$ cat src/include/spi_slave_pkg.sv
package spi_slave_pkg;

    // ****************************************************************
    // Widths
    // ****************************************************************
    localparam int unsigned ADDR_W  = 8;
    localparam int unsigned DATA_W  = 32;
    localparam int unsigned ROUTE_W = 16;
    localparam int unsigned PIN_W   = 8;

    // ****************************************************************
    // Register byte addresses
    // ****************************************************************
    localparam logic [7:0] OFF_FUNC     = 8'h00;
    localparam logic [7:0] OFF_IN_ROUTE = 8'h04;
    localparam logic [7:0] OFF_OUT_ROUTE = 8'h08;
    localparam logic [7:0] OFF_SHIFT    = 8'h0c;
    localparam logic [7:0] OFF_TX       = 8'h10;
    localparam logic [7:0] OFF_RX       = 8'h14;
    localparam logic [7:0] OFF_CTRL     = 8'h18;
    localparam logic [7:0] OFF_IRQ_STAT = 8'h1c;
    localparam logic [7:0] OFF_IRQ_MASK = 8'h20;

    // ****************************************************************
    // Values
    // ****************************************************************
    localparam logic [7:0] FUNC_PATTERN    = 8'h0e;
    localparam logic [7:0] IN_ROUTE_RESET  = 8'h10;
    localparam logic [7:0] OUT_ROUTE_RESET = 8'h10;
    localparam logic [7:0] CTRL_RESET      = 8'h00;
    localparam logic [7:0] MODE_MASK       = 8'h06;
    localparam logic [7:0] MODE_1          = 8'h02;
    localparam logic [7:0] MODE_2          = 8'h04;
    localparam logic [7:0] MODE_3          = 8'h06;
    localparam logic [2:0] BIT_LAST        = 3'h7;
    localparam logic [1:0] SYNC_PLAIN      = 2'h0;

    // ****************************************************************
    // Field layouts
    // ****************************************************************
    typedef struct packed {
        logic lsb_first;
        logic rx_overrun;
        logic xfer_done;
        logic tx_empty;
        logic rx_full;
        logic clk_phase;
        logic clk_polarity;
        logic unit_enable;
    } ctrl_t;

    typedef struct packed {
        logic [3:0] mosi_src;
        logic [3:0] sclk_src;
    } in_route_t;

    typedef struct packed {
        logic       zero;
        logic [1:0] clock_sync_select;
        logic [1:0] ss_src;
        logic [2:0] miso_dst;
    } out_route_t;

    typedef struct packed {
        logic rx_overrun;
        logic xfer_done;
        logic tx_empty;
        logic rx_full;
    } events_t;

    typedef enum logic {link_idle, link_busy} link_state_t;

endpackage

$ cat src/logic/spi_slave_byte_port.sv
// The APB slave port and the register offsets were decided locally.
`timescale 1ns/10ps
// How it works
// - Slave logic runs only while the function register holds 8'h0e.
// - Input routing picks master data source (7:4) and serial clock source (3:0).
// - Output routing reads bit 7 zero; then sync select, select source, data pin.
// - An 8-bit shift register moves one bit in and one out per serial clock cycle.
// - When enabled, a written transmit byte moves into the shift register.
// - A finished byte is copied from the shift register to the receive buffer.
// - Control bit 7 set sends and receives least significant bit first.
// - Status bit 6 flags a new byte arriving before the old one was read.
// - Status bit 5 flags a finished 8-bit exchange and may interrupt.
// - Status bit 4 flags transmit buffer emptied into the shift register.
// - Status bit 3 flags a received byte waiting in the receive buffer.
// - Control bit 2 is clock phase, bit 1 clock polarity; master must match.
// - Control bit 0 enables; when clear nothing shifts, and only a bus write loads the shift register.
// - Reading the control register clears those of its four status flags that the read returned set.
// - Mode values: 8'h02 polarity only, 8'h04 phase only, 8'h06 both.
module spi_slave_byte_port
    import spi_slave_pkg::*;
(
    input  wire logic                               clock,
    input  wire logic                               rst,
    input  wire logic [spi_slave_pkg::ADDR_W-1:0]   paddr,
    input  wire logic                               psel,
    input  wire logic                               penable,
    input  wire logic                               pwrite,
    input  wire logic [spi_slave_pkg::DATA_W-1:0]   pwdata,
    output logic      [spi_slave_pkg::DATA_W-1:0]   prdata,
    output logic                                    pready,
    output logic                                    pslverr,
    input  wire logic [spi_slave_pkg::ROUTE_W-1:0]  route_in,
    output logic      [spi_slave_pkg::PIN_W-1:0]    miso_out,
    output logic                                    irq
);
    import spi_slave_pkg::*;

    // ****************************************************************
    // Declarations
    // ****************************************************************
    logic [7:0]          func_r;
    in_route_t           in_r;
    out_route_t          out_r;
    ctrl_t               ctrl_r;
    logic [7:0]          shift_r;
    logic [7:0]          tx_r;
    logic [7:0]          rx_r;
    logic                tx_full_r;
    logic                rx_unread_r;
    events_t             irq_stat_r;
    events_t             irq_mask_r;
    logic [DATA_W-1:0]   prdata_r;
    logic                pready_r;
    logic                pslverr_r;
    logic [7:0]          rd_capture_r;
    logic [ROUTE_W-1:0]  route_s1_r;
    logic [ROUTE_W-1:0]  route_s2_r;
    logic                sclk_stage_r;
    logic                sclk_lvl_r;
    logic                sclk_prev_r;
    logic [2:0]          bit_cnt_r;
    logic                pend_r;
    logic                samp_r;
    link_state_t         link_st_r;
    logic [PIN_W-1:0]    miso_r;
    logic                irq_r;

    logic                access;
    logic                wr_acc;
    logic                rd_acc;
    logic                func_ok;
    logic                mosi_lvl;
    logic                sclk_raw;
    logic                ss_n_lvl;
    logic                active;
    logic                rise_raw;
    logic                fall_raw;
    logic                lead_edge;
    logic                trail_edge;
    logic                samp_edge;
    logic                chg_edge;
    logic                byte_done;
    logic                tx_load;
    logic [7:0]          full_byte;
    logic                out_bit;
    logic                ctrl_rd;
    events_t             ev_set;
    events_t             ev_clr;
    logic [DATA_W-1:0]   rd_word;
    logic                rd_bad;

    // Shift one bit into a byte in the selected order
    function automatic logic [7:0] shift_in(input logic [7:0] b, input logic d,
                                            input logic lsb);
        shift_in = lsb ? {d, b[7:1]} : {b[6:0], d};
    endfunction

    // ****************************************************************
    // APB slave
    // ****************************************************************

    // Transfer qualifiers; one wait-free access phase after setup
    assign access = psel & penable & pready_r;
    assign wr_acc = access & pwrite;
    assign rd_acc = access & ~pwrite;
    assign ctrl_rd = rd_acc & (paddr == OFF_CTRL);

    // Read mux, narrow registers in the low byte
    always_comb begin
        rd_word = '0;
        rd_bad  = 1'b0;
        case (paddr)
            OFF_FUNC:      rd_word[7:0] = func_r;
            OFF_IN_ROUTE:  rd_word[7:0] = in_r;
            OFF_OUT_ROUTE: rd_word[7:0] = {1'b0, out_r[6:0]};
            OFF_SHIFT:     rd_word[7:0] = shift_r;
            OFF_TX:        rd_word[7:0] = 8'h00;
            OFF_RX:        rd_word[7:0] = rx_r;
            OFF_CTRL:      rd_word[7:0] = ctrl_r;
            OFF_IRQ_STAT:  rd_word[3:0] = irq_stat_r;
            OFF_IRQ_MASK:  rd_word[3:0] = irq_mask_r;
            default:       rd_bad = 1'b1;
        endcase
    end

    // Answer is prepared during setup and presented in the access phase
    always_ff @(posedge clock or posedge rst) begin
        if (rst) begin
            pready_r     <= 1'b0;
            prdata_r     <= '0;
            pslverr_r    <= 1'b0;
            rd_capture_r <= 8'h00;
        end else if (psel & ~penable & ~pready_r) begin
            pready_r     <= 1'b1;
            prdata_r     <= pwrite ? '0 : rd_word;
            pslverr_r    <= rd_bad;
            rd_capture_r <= rd_word[7:0];
        end else begin
            pready_r  <= 1'b0;
            pslverr_r <= 1'b0;
        end
    end

    // Configuration registers
    always_ff @(posedge clock or posedge rst) begin
        if (rst) begin
            func_r <= FUNC_PATTERN;
            in_r   <= IN_ROUTE_RESET;
            out_r  <= OUT_ROUTE_RESET;
        end else if (wr_acc) begin
            if (paddr == OFF_FUNC)
                func_r <= pwdata[7:0];
            if (paddr == OFF_IN_ROUTE)
                in_r <= pwdata[7:0];
            if (paddr == OFF_OUT_ROUTE)
                out_r <= {1'b0, pwdata[6:0]};
        end
    end

    // Control bits by bus write; sticky flags in the same word, set wins over clear
    always_ff @(posedge clock or posedge rst) begin
        if (rst) begin
            ctrl_r <= CTRL_RESET;
        end else begin
            if (wr_acc && paddr == OFF_CTRL) begin
                ctrl_r.lsb_first    <= pwdata[7];
                ctrl_r.clk_phase    <= pwdata[2];
                ctrl_r.clk_polarity <= pwdata[1];
                ctrl_r.unit_enable  <= pwdata[0];
            end
            ctrl_r.rx_overrun <= ev_set.rx_overrun | (ctrl_r.rx_overrun & ~ev_clr.rx_overrun);
            ctrl_r.xfer_done  <= ev_set.xfer_done | (ctrl_r.xfer_done & ~ev_clr.xfer_done);
            ctrl_r.tx_empty   <= ev_set.tx_empty | (ctrl_r.tx_empty & ~ev_clr.tx_empty);
            ctrl_r.rx_full    <= ev_set.rx_full | (ctrl_r.rx_full & ~ev_clr.rx_full);
        end
    end

    // ****************************************************************
    // Pin sampling and clock edge detection
    // ****************************************************************

    // Two-flop synchroniser for all routable inputs
    always_ff @(posedge clock or posedge rst) begin
        if (rst) begin
            route_s1_r <= '0;
            route_s2_r <= '0;
        end else begin
            route_s1_r <= route_in;
            route_s2_r <= route_s1_r;
        end
    end

    // Source selection from the synchronised pins
    assign mosi_lvl = route_s2_r[in_r.mosi_src];
    assign sclk_raw = route_s2_r[in_r.sclk_src];
    assign ss_n_lvl = route_s2_r[{2'h0, out_r.ss_src}];

    // Clock filter: nonzero sync select needs two equal samples
    always_ff @(posedge clock or posedge rst) begin
        if (rst) begin
            sclk_stage_r <= 1'b0;
            sclk_lvl_r   <= 1'b0;
            sclk_prev_r  <= 1'b0;
        end else begin
            sclk_stage_r <= sclk_raw;
            if (out_r.clock_sync_select == SYNC_PLAIN || sclk_raw == sclk_stage_r)
                sclk_lvl_r <= sclk_raw;
            sclk_prev_r <= sclk_lvl_r;
        end
    end

    // Leading and trailing edges follow polarity, sampling follows phase
    assign rise_raw   = sclk_lvl_r & ~sclk_prev_r;
    assign fall_raw   = ~sclk_lvl_r & sclk_prev_r;
    assign lead_edge  = ctrl_r.clk_polarity ? fall_raw : rise_raw;
    assign trail_edge = ctrl_r.clk_polarity ? rise_raw : fall_raw;
    assign samp_edge  = ctrl_r.clk_phase ? trail_edge : lead_edge;
    assign chg_edge   = ctrl_r.clk_phase ? lead_edge : trail_edge;

    // ****************************************************************
    // Shift engine
    // ****************************************************************
    assign func_ok   = (func_r == FUNC_PATTERN);
    assign active    = ctrl_r.unit_enable & func_ok & ~ss_n_lvl;
    assign byte_done = active & samp_edge & (bit_cnt_r == BIT_LAST);
    assign full_byte = shift_in(shift_r, mosi_lvl, ctrl_r.lsb_first);
    assign tx_load   = ctrl_r.unit_enable & func_ok & tx_full_r &
                       ((link_st_r == link_idle & ~(active & samp_edge)) | byte_done);
    assign out_bit   = ctrl_r.lsb_first ? shift_r[0] : shift_r[7];

    // Bit counter, held sample and link state
    always_ff @(posedge clock or posedge rst) begin
        if (rst) begin
            bit_cnt_r <= 3'h0;
            pend_r    <= 1'b0;
            samp_r    <= 1'b0;
            link_st_r <= link_idle;
        end else if (!active) begin
            bit_cnt_r <= 3'h0;
            pend_r    <= 1'b0;
            link_st_r <= link_idle;
        end else if (samp_edge) begin
            bit_cnt_r <= bit_cnt_r + 3'h1;
            samp_r    <= mosi_lvl;
            pend_r    <= (bit_cnt_r != BIT_LAST);
            link_st_r <= (bit_cnt_r == BIT_LAST) ? link_idle : link_busy;
        end else if (chg_edge) begin
            pend_r <= 1'b0;
        end
    end

    // Shift register: bus write while disabled, load, finish, shift
    always_ff @(posedge clock or posedge rst) begin
        if (rst) begin
            shift_r <= 8'h00;
        end else if (wr_acc && paddr == OFF_SHIFT && !ctrl_r.unit_enable) begin
            shift_r <= pwdata[7:0];
        end else if (tx_load) begin
            shift_r <= tx_r;
        end else if (byte_done) begin
            shift_r <= full_byte;
        end else if (active && chg_edge && pend_r) begin
            shift_r <= shift_in(shift_r, samp_r, ctrl_r.lsb_first);
        end
    end

    // Transmit buffer
    always_ff @(posedge clock or posedge rst) begin
        if (rst) begin
            tx_r      <= 8'h00;
            tx_full_r <= 1'b0;
        end else if (wr_acc && paddr == OFF_TX) begin
            tx_r      <= pwdata[7:0];
            tx_full_r <= 1'b1;
        end else if (tx_load) begin
            tx_full_r <= 1'b0;
        end
    end

    // Receive buffer; a new byte wins over a read in the same cycle
    always_ff @(posedge clock or posedge rst) begin
        if (rst) begin
            rx_r        <= 8'h00;
            rx_unread_r <= 1'b0;
        end else if (byte_done) begin
            rx_r        <= full_byte;
            rx_unread_r <= 1'b1;
        end else if (rd_acc && paddr == OFF_RX) begin
            rx_unread_r <= 1'b0;
        end
    end

    // ****************************************************************
    // Status flags and interrupt
    // ****************************************************************

    // Events from the shift engine
    always_comb begin
        ev_set.rx_overrun = byte_done & rx_unread_r;
        ev_set.xfer_done  = byte_done;
        ev_set.tx_empty   = tx_load;
        ev_set.rx_full    = byte_done;
    end

    // Reading control clears only the flags that the read returned
    always_comb begin
        ev_clr.rx_overrun = ctrl_rd & rd_capture_r[6];
        ev_clr.xfer_done  = ctrl_rd & rd_capture_r[5];
        ev_clr.tx_empty   = ctrl_rd & rd_capture_r[4];
        ev_clr.rx_full    = (ctrl_rd & rd_capture_r[3]) | (rd_acc & paddr == OFF_RX);
    end

    // Interrupt status, write one to clear, and mask
    always_ff @(posedge clock or posedge rst) begin
        if (rst) begin
            irq_stat_r <= '0;
            irq_mask_r <= '0;
        end else begin
            if (wr_acc && paddr == OFF_IRQ_STAT)
                irq_stat_r <= ev_set | (irq_stat_r & ~events_t'(pwdata[3:0]));
            else
                irq_stat_r <= ev_set | irq_stat_r;
            if (wr_acc && paddr == OFF_IRQ_MASK)
                irq_mask_r <= pwdata[3:0];
        end
    end

    // Level interrupt
    always_ff @(posedge clock or posedge rst) begin
        if (rst)
            irq_r <= 1'b0;
        else
            irq_r <= |(irq_stat_r & irq_mask_r);
    end

    // Data pin, always driven; unselected pins stay low
    always_ff @(posedge clock or posedge rst) begin
        if (rst) begin
            miso_r <= '0;
        end else begin
            miso_r                 <= '0;
            miso_r[out_r.miso_dst] <= out_bit;
        end
    end

    assign prdata   = prdata_r;
    assign pready   = pready_r;
    assign pslverr  = pslverr_r;
    assign miso_out = miso_r;
    assign irq      = irq_r;
endmodule

$ cat config.mk
export PLATFORM = sky130hd
export DESIGN_NAME = spi_slave_byte_port
export DESIGN_NICKNAME = d
export VERILOG_FILES = /design/src/include/spi_slave_pkg.sv /design/src/logic/spi_slave_byte_port.sv
export SDC_FILE = /design/constraint.sdc
export NUM_CORES = 1
export LEC_CHECK = 0
export BUFFER_PORTS_ARGS = -buffer_cell sky130_fd_sc_hd__buf_4
export CAP_MARGIN = 5
export CORE_UTILIZATION = 30
export DETAILED_ROUTE_END_ITERATION = 8
export SYNTH_ARGS = -nofsm -noshare
export SYNTH_HDL_FRONTEND = slang
export SYNTH_SLANG_ARGS = --single-unit
$ cat constraint.sdc
create_clock -name clock -period 9 [get_ports clock]
set_clock_uncertainty 0.15 [all_clocks]
set_input_delay 0.45 -clock clock [delete_from_list [all_inputs] [get_ports clock]]
set_output_delay 0.45 -clock clock [all_outputs]
set_load 0.05 [all_outputs]
# Yosys cells after proc, flatten, opt, wreduce, memory -nomap -nowiden
# Index checks and enable logic that the tools add are counted.
word_totals:
  out_inout_bits: 43
  wordCells: 173
  in_bits: 61
  regBits: 156
op_classes:
  n_reduce_logical: 23
  n_addsub: 1
  magnitude_cmp: 5
  bitwise: 50
  eq_ne: 14
  muxes: 38
ops:
  columns: ["cell", "count"]
  rows:
  - ["8-bit 2-to-1 mux", 7]
  - ["8-bit by 5-bit == test with 1-bit output (second input constant)", 4]
  - ["4-bit case mux with 8 select lines", 1]
  - ["1-bit AND", 26]
  - ["8-bit by 4-bit == test with 1-bit output (second input constant)", 3]
  - ["4-bit case mux with 6 select lines", 1]
  - ["1-bit 2-to-1 mux", 22]
  - ["1-bit inverter", 12]
  - ["1-bit logical AND", 10]
  - ["4-bit by 5-bit less-than comparator with 1-bit output (second input constant)", 2]
  - ["9-bit OR reduction", 1]
  - ["4-bit AND", 2]
  - ["8-bit AND", 1]
  - ["1-bit binary-select mux with 4-bit select", 2]
  - ["8-bit by 3-bit == test with 1-bit output (second input constant)", 1]
  - ["8-bit by 6-bit == test with 1-bit output (second input constant)", 1]
  - ["8-bit zero test", 1]
  - ["4-bit bitwise OR", 2]
  - ["2-bit AND reduction", 4]
  - ["3-bit 2-to-1 mux", 2]
  - ["1-bit bitwise OR", 6]
  - ["2-bit by 5-bit less-than comparator with 1-bit output (second input constant)", 1]
  - ["3-bit by 4-bit less-than comparator with 1-bit output (second input constant)", 1]
  - ["4-bit 2-to-1 mux", 1]
  - ["16 further kinds", 17]

# Logic depth before layout (Yosys ltp)
# Gate-level depths: netlist (run 1).
logic_depth:
  word_depth: 11
  ltp_mapped: 9
  ltp_nobuf: 8

# Worst setup path after synthesis (run 1)
# OpenSTA, ideal clock, no wires.
synth_timing:
  path_type: "register to register"
  startpoint: "reg out_r[3] (netlist name)"
  endpoint: "reg shift_r[0]"
  t_arrival_ps: 2241
  setup_time_ps: 128
  path_stages_with_launch: 8
  period_less_slack_ps: 2520
  setup_slack_ps: 6480
  t_required_ps: 8722
  n_path_buf: 1
  path_cell_list: "dfrtp_1 -> mux4_2 -> or4_1 -> buf_2 -> a31oi_4 -> nand2_2 -> a2111oi_2 -> nor3_2"
synth_between:
  elab_chain_len: 11
  elab_cells_between_ends: 16
  cone_classes: "5 x mux; 8 x bitwise; 3 x reduce/logical"
synth_rtl:
  columns: ["element", "line_no", "source"]
  rows:
  - ["from (decl)", "spi_slave_byte_port.sv:43", "out_route_t out_r;"]
  - ["from (signal assigned)", "spi_slave_byte_port.sv:156", "out_r <= {1'b0, pwdata[6:0]};"]
  - ["1-bit binary-select mux with 2-bit select (*)", "spi_slave_byte_port.sv:196", "assign ss_n_lvl = route_s2_r[{2'h0, out_r.ss_src}];"]
  - ["1-bit 2-to-1 mux (not written as such) (*)", "spi_slave_byte_port.sv:196", null]
  - ["1-bit inverter (*)", "spi_slave_byte_port.sv:224", "assign active = ctrl_r.unit_enable & func_ok & ~ss_n_lvl;"]
  - ["1-bit AND (*)", "spi_slave_byte_port.sv:224", null]
  - ["1-bit AND", "spi_slave_byte_port.sv:225, spi_slave_byte_port.sv:228", null]
  - ["1-bit inverter", "spi_slave_byte_port.sv:228", "((link_st_r == link_idle & ~(active & samp_edge)) | byte_done);"]
  - ["1-bit AND", "spi_slave_byte_port.sv:228", null]
  - ["1-bit bitwise OR", "spi_slave_byte_port.sv:228", null]
  - ["1-bit AND", "spi_slave_byte_port.sv:227", "assign tx_load = ctrl_r.unit_enable & func_ok & tx_full_r &"]
  - ["8-bit 2-to-1 mux", "spi_slave_byte_port.sv:258", "end else if (tx_load) begin"]
  - ["8-bit 2-to-1 mux", "spi_slave_byte_port.sv:256", "end else if (wr_acc && paddr == OFF_SHIFT && !ctrl_r.unit_enable) begin"]
  - ["to (signal assigned)", "spi_slave_byte_port.sv:257", "shift_r <= pwdata[7:0];"]
  - ["to (signal assigned)", "spi_slave_byte_port.sv:259", "shift_r <= tx_r;"]
  - ["to (signal assigned)", "spi_slave_byte_port.sv:261", "shift_r <= full_byte;"]
  - ["to (decl)", "spi_slave_byte_port.sv:45", "logic [7:0] shift_r;"]
# Every way passes the cells marked *; elsewhere a longest branch is shown, timed or not. The select of a mux whose other input is x is not followed.
# A chain may end at the register's enable or synchronous reset.

# Worst setup path in the final report (run 1)
# Same ends and word-level chain as after synthesis.

==> results of run 1 <==
[through the flow]
stage	worst slack (ns)	hold slack (ns)	util, %	power, mW
2_1_floorplan	4.97	0.181	-	0.665
3_3_place_gp	5.56	0.185	34.2	0.684
3_5_place_dp	5.52	0.185	34.2	0.686
4_1_cts	5.56	0.106	38.1	1.37
5_1_grt	5.33	0.147	38.2	1.40
6_report	5.53	0.0765	38.2	1.35
[layout make-up]
cell class | instances | share of cell area (%)
clock inverter | 14 | 1.99
timing repair buffer | 76 | 8.41
tap | 260 | 4.50
inverter | 6 | 0.346
sequential | 129 | 44.7
multi-input combinational | 342 | 34.0
clock buffer | 18 | 6.07
[sequential cells by signal (all words and copies together) (netlist names), 3 cells and up]
name	cells
bit_cnt_r	3
ctrl_r	8
func_r	8
in_r	8
irq_mask_r	4
irq_stat_r	4
miso_out	8
out_r	7
prdata	8
rd_capture_r	4
route_s1_r	16
route_s2_r	16
rx_r	8
shift_r	8
tx_r	8
[cell families after synthesis]
kind of cell,after synthesis,share of synthesized area (%)
buffers and inverters,49,4.70
flip-flops,129,55.0
other,1,0.0638
adder cells (fa/ha/maj),2,0.425
AND/OR/NAND/NOR,154,12.7
XOR/XNOR,2,0.298
AO/OA/AOI/OAI,80,9.81
multiplexers,80,17.0
[power by group]
part	internal (mW)	total [mW]	leakage (nW)	switching [mW]
logic	0.0270	0.0855	1.27	0.0586
clock network	0.396	0.673	0.282	0.277
registers	0.590	0.596	1.65	0.00559
total	1.01	1.35	3.21	0.341
[path summary, 6_finish.rpt]
| check | startpoint | slack [ns] | cells past startpoint | endpoint |
|---|---|---|---|---|
| worst min register to register | route_s1_r[4]$_DFF_PP0_ | 0.20 | 0 | route_s2_r[4]$_DFF_PP0_ |
| worst max register to register | out_r[3]$_DFFE_PP0P_ | 5.53 | 6 | shift_r[0]$_DFFE_PP0P_ |
| worst max-delay path | out_r[3]$_DFFE_PP0P_ | 5.53 | 6 | shift_r[0]$_DFFE_PP0P_ |
| max in group asynchronous | rst | 7.33 | 3 | irq_mask_r[1]$_DFFE_PP0P_ |
| min in group clock | pwrite | 0.15 | 3 | ctrl_r[3]$_DFF_PP0_ |
| worst min-delay path | rst | 0.08 | 2 | route_s1_r[0]$_DFF_PP0_ |
[layout by cell type (no fill, tap or decap), types with 11 or more instances in the layout]
cell / count
dfrtp_1: 124
nand2_1: 60
buf_4: 59
mux2_2: 50
nor2_1: 35
o21ai_0: 25
conb_1: 24
mux2i_1: 19
clkbuf_16: 17
dlygate4sd3_1: 16
a22oi_1: 15
mux4_2: 11
nand3_1: 11
o22ai_1: 11
[layer usage]
metal / vias to the layer above / GRT usage, % / share of wire [%]
met4: 0 / 5.15 / 0.98
li1: 1904 / - / -
met2: 169 / 23.7 / 48
met1: 2118 / 19.0 / 43
met5: - / 0 / 0
met3: 11 / 5.11 / 7.4
[timing repair]
action,4_1_cts,5_1_grt
gates resized for setup,0,0
hold buffers,16,0
endpoints found under the hold margin,16,0
buffers inserted,0,0
[worst max-delay path: cells and delay by family (launching register included)]
kind	cells	cell delay (ns)
simple gates	4	1.80
mux	1	0.59
flops	1	0.40
compound gates	1	0.40
==> results.yml, run 1 <==
final_layout:
  multi_input_comb_area_um2: 2460
  num_antenna_cells: 0
  layout.nets: 635
  stdcell_count: 845
  final_area_um2: 7230
  regArea_um2: 3230
  drive_gt1_share_pct: 29.2
  syn_to_final_growth_pct: 23.0
  nFillCells: 1831
clock_network:
  clkSinkCount: 129
  cts_htree_levels: 4
  path_clk_slew_ns: 0.06
  cts_made_buffers: 17
  root_buffer: "clkbuf_16"
  insertion_delay_ns: 0.42
  clockBufferDepth: 2
  cts_tree: "done"
timing:
  worst_slew_pin_slew_ns: 0.928
  slew_violations: 0
  slew_headroom_pct: 38.1
  fmax_mhz: 288
  finalCritPeriodShare_pct: 38.5
  tns_ns: 0
  hold_viol: 0
  layout_min_cycle_time_ns: 3.47
  setup_viol: 0
  grt_setup_unrepaired: "no"
critical_path:
  crit_chain: "mux4_2 -> nor4_1 -> nand3_1 -> and3_1 -> a2111oi_2 -> nor3_2"
  crit_type: "flip-flop to flip-flop"
  arrival_ns: 3.61
  cpPeakStageDelay_ns: 0.75
  path_max_fanout: 25
  required_ns: 9.14
  start_kind: "flip-flop"
  end_kind: "flip-flop"
  crit_slowest_cell: "nand3_1"
power_and_ir_drop:
  pwr_density_cell_nw_per_um2: 187
  ir_drop_v: 0.000146
  p_leak_nw: 3.21
logic_synthesis:
  yosys-top-cells-count: "dfrtp_1 (124), nand2_1 (60), mux2_2 (50)"
  yosysUniqueCellTypes: 55
  synthFlopType: "dfrtp_1"
  syn_area_um2: 5880
  synth-async-reset-ratio_pct: 100
  synth_edf_count: 0
  avgSynthCellArea_um2: 11.8
  seq_area_frac_synth_pct: 55.0
  synth_top_cell_area_share_pct: 52.8
  yosysMostFrequentCell: "dfrtp_1"
  synth_cells: 497
  yosysTopAreaCell: "dfrtp_1"
  ys_top_cells_by_area: "dfrtp_1 (53%), mux2_2 (9.6%), mux4_2 (4.2%)"
  ys_warn_count: 0
  synth_seq_cells: 129
placement:
  routabilityCongestion: 0.853
  dpl.hpwl_mm: 10.2
  placed_area_um2: 6480
  port_buffers: 55
  dp.cells: 795
global_routing:
  globalRouteOverflowTotal: 0
  grt_start_max_net_pins: 77
  antenna_found_initial: 0
  grt_use_total_pct: 15.0
  grt_pass1_vias: 4251
  grt_pass1_wl_mm: 22.8
floorplan:
  pin_count: 104
  rows: 50
  core_um2: 19000
  die-width_um: 142
  die_y_um: 142
  initial_core_util_pct: 31.0
  dieArea_um2: 20200
worst_hold_path:
  min_path_type: "primary input to async pin"
drt:
  wire_per_inst_um: 16.7
  num_vias: 4202
  firstDrtPassIters: 5
  routed_wl_mm: 14.2
  ant_nets: 0
  vias_per_cell: 4.97
  drt-initial-drc-count: 291
  drc_errors: 0
run_status:
  status: "complete, no violations"
flow_run:
  max_cap_viol_count: 0
No activity file was read; power rests on OpenSTA's default activity.
==> run 2: changes to the inputs <==
Clock period 9 ns to 3.1 ns, I/O delays scaled along.
==> run 2 against run 1 <==
Against the previous run:
- maximum frequency increased by 22%
- cell area increased by 2.0%
- total power increased to 2.9 times the previous value
- hold slack improved by 0.019 ns
- largest cell class unchanged
- largest power group unchanged
==> results.yml, run 2 (same netlist as run 1, synthesis figures left out) <==
global_routing:
  grt_pass1_wl_mm: 22.7
  antenna_found_initial: 0
  grt_pass1_vias: 4246
  globalRouteOverflowTotal: 0
  grt_start_max_net_pins: 61
  grt_use_total_pct: 15.0
clock_network:
  root_buffer: "clkbuf_16"
  cts_made_buffers: 17
  clkSinkCount: 129
  post_cts_resized: 0
  cts_tree: "done"
  cts_htree_levels: 4
  clockBufferDepth: 2
  hold_buffers: 27
  path_clk_slew_ns: 0.06
  insertion_delay_ns: 0.42
  post-cts-setup-buffers: 0
final_layout:
  syn_to_final_growth_pct: 25.5
  layout_common_cells: "dfrtp_1 (124), buf_4 (62), nand2_1 (60)"
  stdcell_count: 860
  num_antenna_cells: 0
  mostFrequentLayoutCell: "dfrtp_1"
  layout.nets: 650
  final_area_um2: 7380
  reg.largest.list: "route_s1_r (16), route_s2_r (16)"
  drive_gt1_share_pct: 29.0
power_and_ir_drop:
  switching_share_pct: 24.8
  ir_drop_v: 0.000429
  switching_power_uw: 962
  share_seq_of_total_power_pct: 44.6
  total_power_mw: 3.88
  clock_power_share_pct: 48.6
  pwr_density_cell_nw_per_um2: 526
  p_int_mw: 2.92
  combinationalPowerShare_pct: 6.8
  p_leak_nw: 3.27
critical_path:
  required_ns: 3.25
  cpPeakStageDelay_ns: 0.71
  crit_type: "flip-flop to flip-flop"
  crit_chain: "mux4_2 -> or4_1 -> a31oi_4 -> nand2_2 -> a2111oi_2 -> nor3_2"
  start_kind: "flip-flop"
  arrival_ns: 3.00
  crit_slowest_cell: "or4_1"
  end_kind: "flip-flop"
  path_max_fanout: 9
placement:
  dp_slack_ns: 0.248
  dpl.hpwl_mm: 10.2
  routabilityCongestion: 0.850
  port_buffers: 55
  placed_area_um2: 6550
  dp.cells: 801
drt:
  drc_errors: 0
  firstDrtPassIters: 5
  dr_wl_met2_mm: 6.73
  wire_per_inst_um: 16.4
  route.met3.wl_um: 943
  routed_wl_mm: 14.1
  vias_per_cell: 4.90
  top_layer: "met4"
  drt-initial-drc-count: 315
  wl_met1_mm: 6.17
  num_vias: 4211
  ant_nets: 0
run_status:
  status: "complete, no violations"
flow_run:
  max_cap_viol_count: 0
floorplan:
  initial_core_util_pct: 31.0
  core_um2: 19000
  die-width_um: 142
  pin_count: 104
  die_y_um: 142
  dieArea_um2: 20200
  rows: 50
timing:
  hold_viol: 0
  slew_violations: 0
  tns_ns: 0
  fmax_mhz: 351
  slew_headroom_pct: 43.5
  finalCritPeriodShare_pct: 91.9
  setup_viol: 0
  layout_min_cycle_time_ns: 2.85
  worst_slew_pin_slew_ns: 0.846
  grt_setup_unrepaired: "no"
  worst_slack_ns: 0.251
worst_hold_path:
  min_path_type: "primary input to flip-flop"
## run 2: cell types whose count changed in the layout (fill, tap and decap cells not counted)
cell,change
buf_12,+2
buf_4,+3
inv_6,-4
clkinv_2,+2
clkbuf_1,+1
clkbuf_8,-1
buf_2,-1
dlygate4sd3_1,+11
inv_8,-1
clkinv_4,+2
clkinvlp_4,+2
inv_4,-1
## run 2: worst max-delay path, delay by kind of cell, from the launching register on
family,cells,cell delay (ns)
AO/OA/AOI/OAI,2,0.74
AND/OR/NAND/NOR,3,0.86
flip-flops,1,0.39
multiplexers,1,0.58
## run 2: through the flow
stage | util [%] | hold WS (ns)
after floorplan | - | 0.0364
after global placement | 34.5 | 0.114
after detailed placement | 34.5 | 0.115
after CTS | 38.9 | 0.0704
after global routing | 38.9 | 0.116
final | 38.9 | 0.0957
## run 2: path summary, 6_finish.rpt
check / startpoint / endpoint / slack [ns] / depth (start not counted)
max in group asynchronous: rst / func_r[2]$_DFFE_PP1P_ / 1.68 / 4
worst min register to register: route_s1_r[11]$_DFF_PP0_ / route_s2_r[11]$_DFF_PP0_ / 0.20 / 0
worst min-delay path: paddr[4] / pslverr$_DFF_PP0_ / 0.1 / 4
worst max-delay path: out_r[3]$_DFFE_PP0P_ / shift_r[0]$_DFFE_PP0P_ / 0.25 / 6
worst max register to register: out_r[3]$_DFFE_PP0P_ / shift_r[0]$_DFFE_PP0P_ / 0.25 / 6
min in group asynchronous: rst / out_r[2]$_DFFE_PP0P_ / 0.31 / 3
## run 2: per-layer routing
layer / GRT usage, % / up-vias
li1: - / 1923
met1: 19.1 / 2099
met5: 0 / -
met4: 5.66 / 0
met3: 4.85 / 20
met2: 23.7 / 169
## run 2: area by class of cell
class	count	area (um2)
fill	1826	11600
inverter	6	26.3
multi-input combinational	342	2460
timing repair buffer	91	776
clock buffer	18	429
sequential	129	3230
clock inverter	14	133
tap	260	325
## run 2: power groups by stage
stage               Combinational [mW]  Clock (mW)  Sequential (mW)
floorplan                        0.171           0             1.76
global placement                 0.236           0             1.76
detailed placement               0.241           0             1.76
CTS                              0.268        1.92             1.73
global route                     0.289        2.01             1.73
finish                           0.266        1.88             1.73
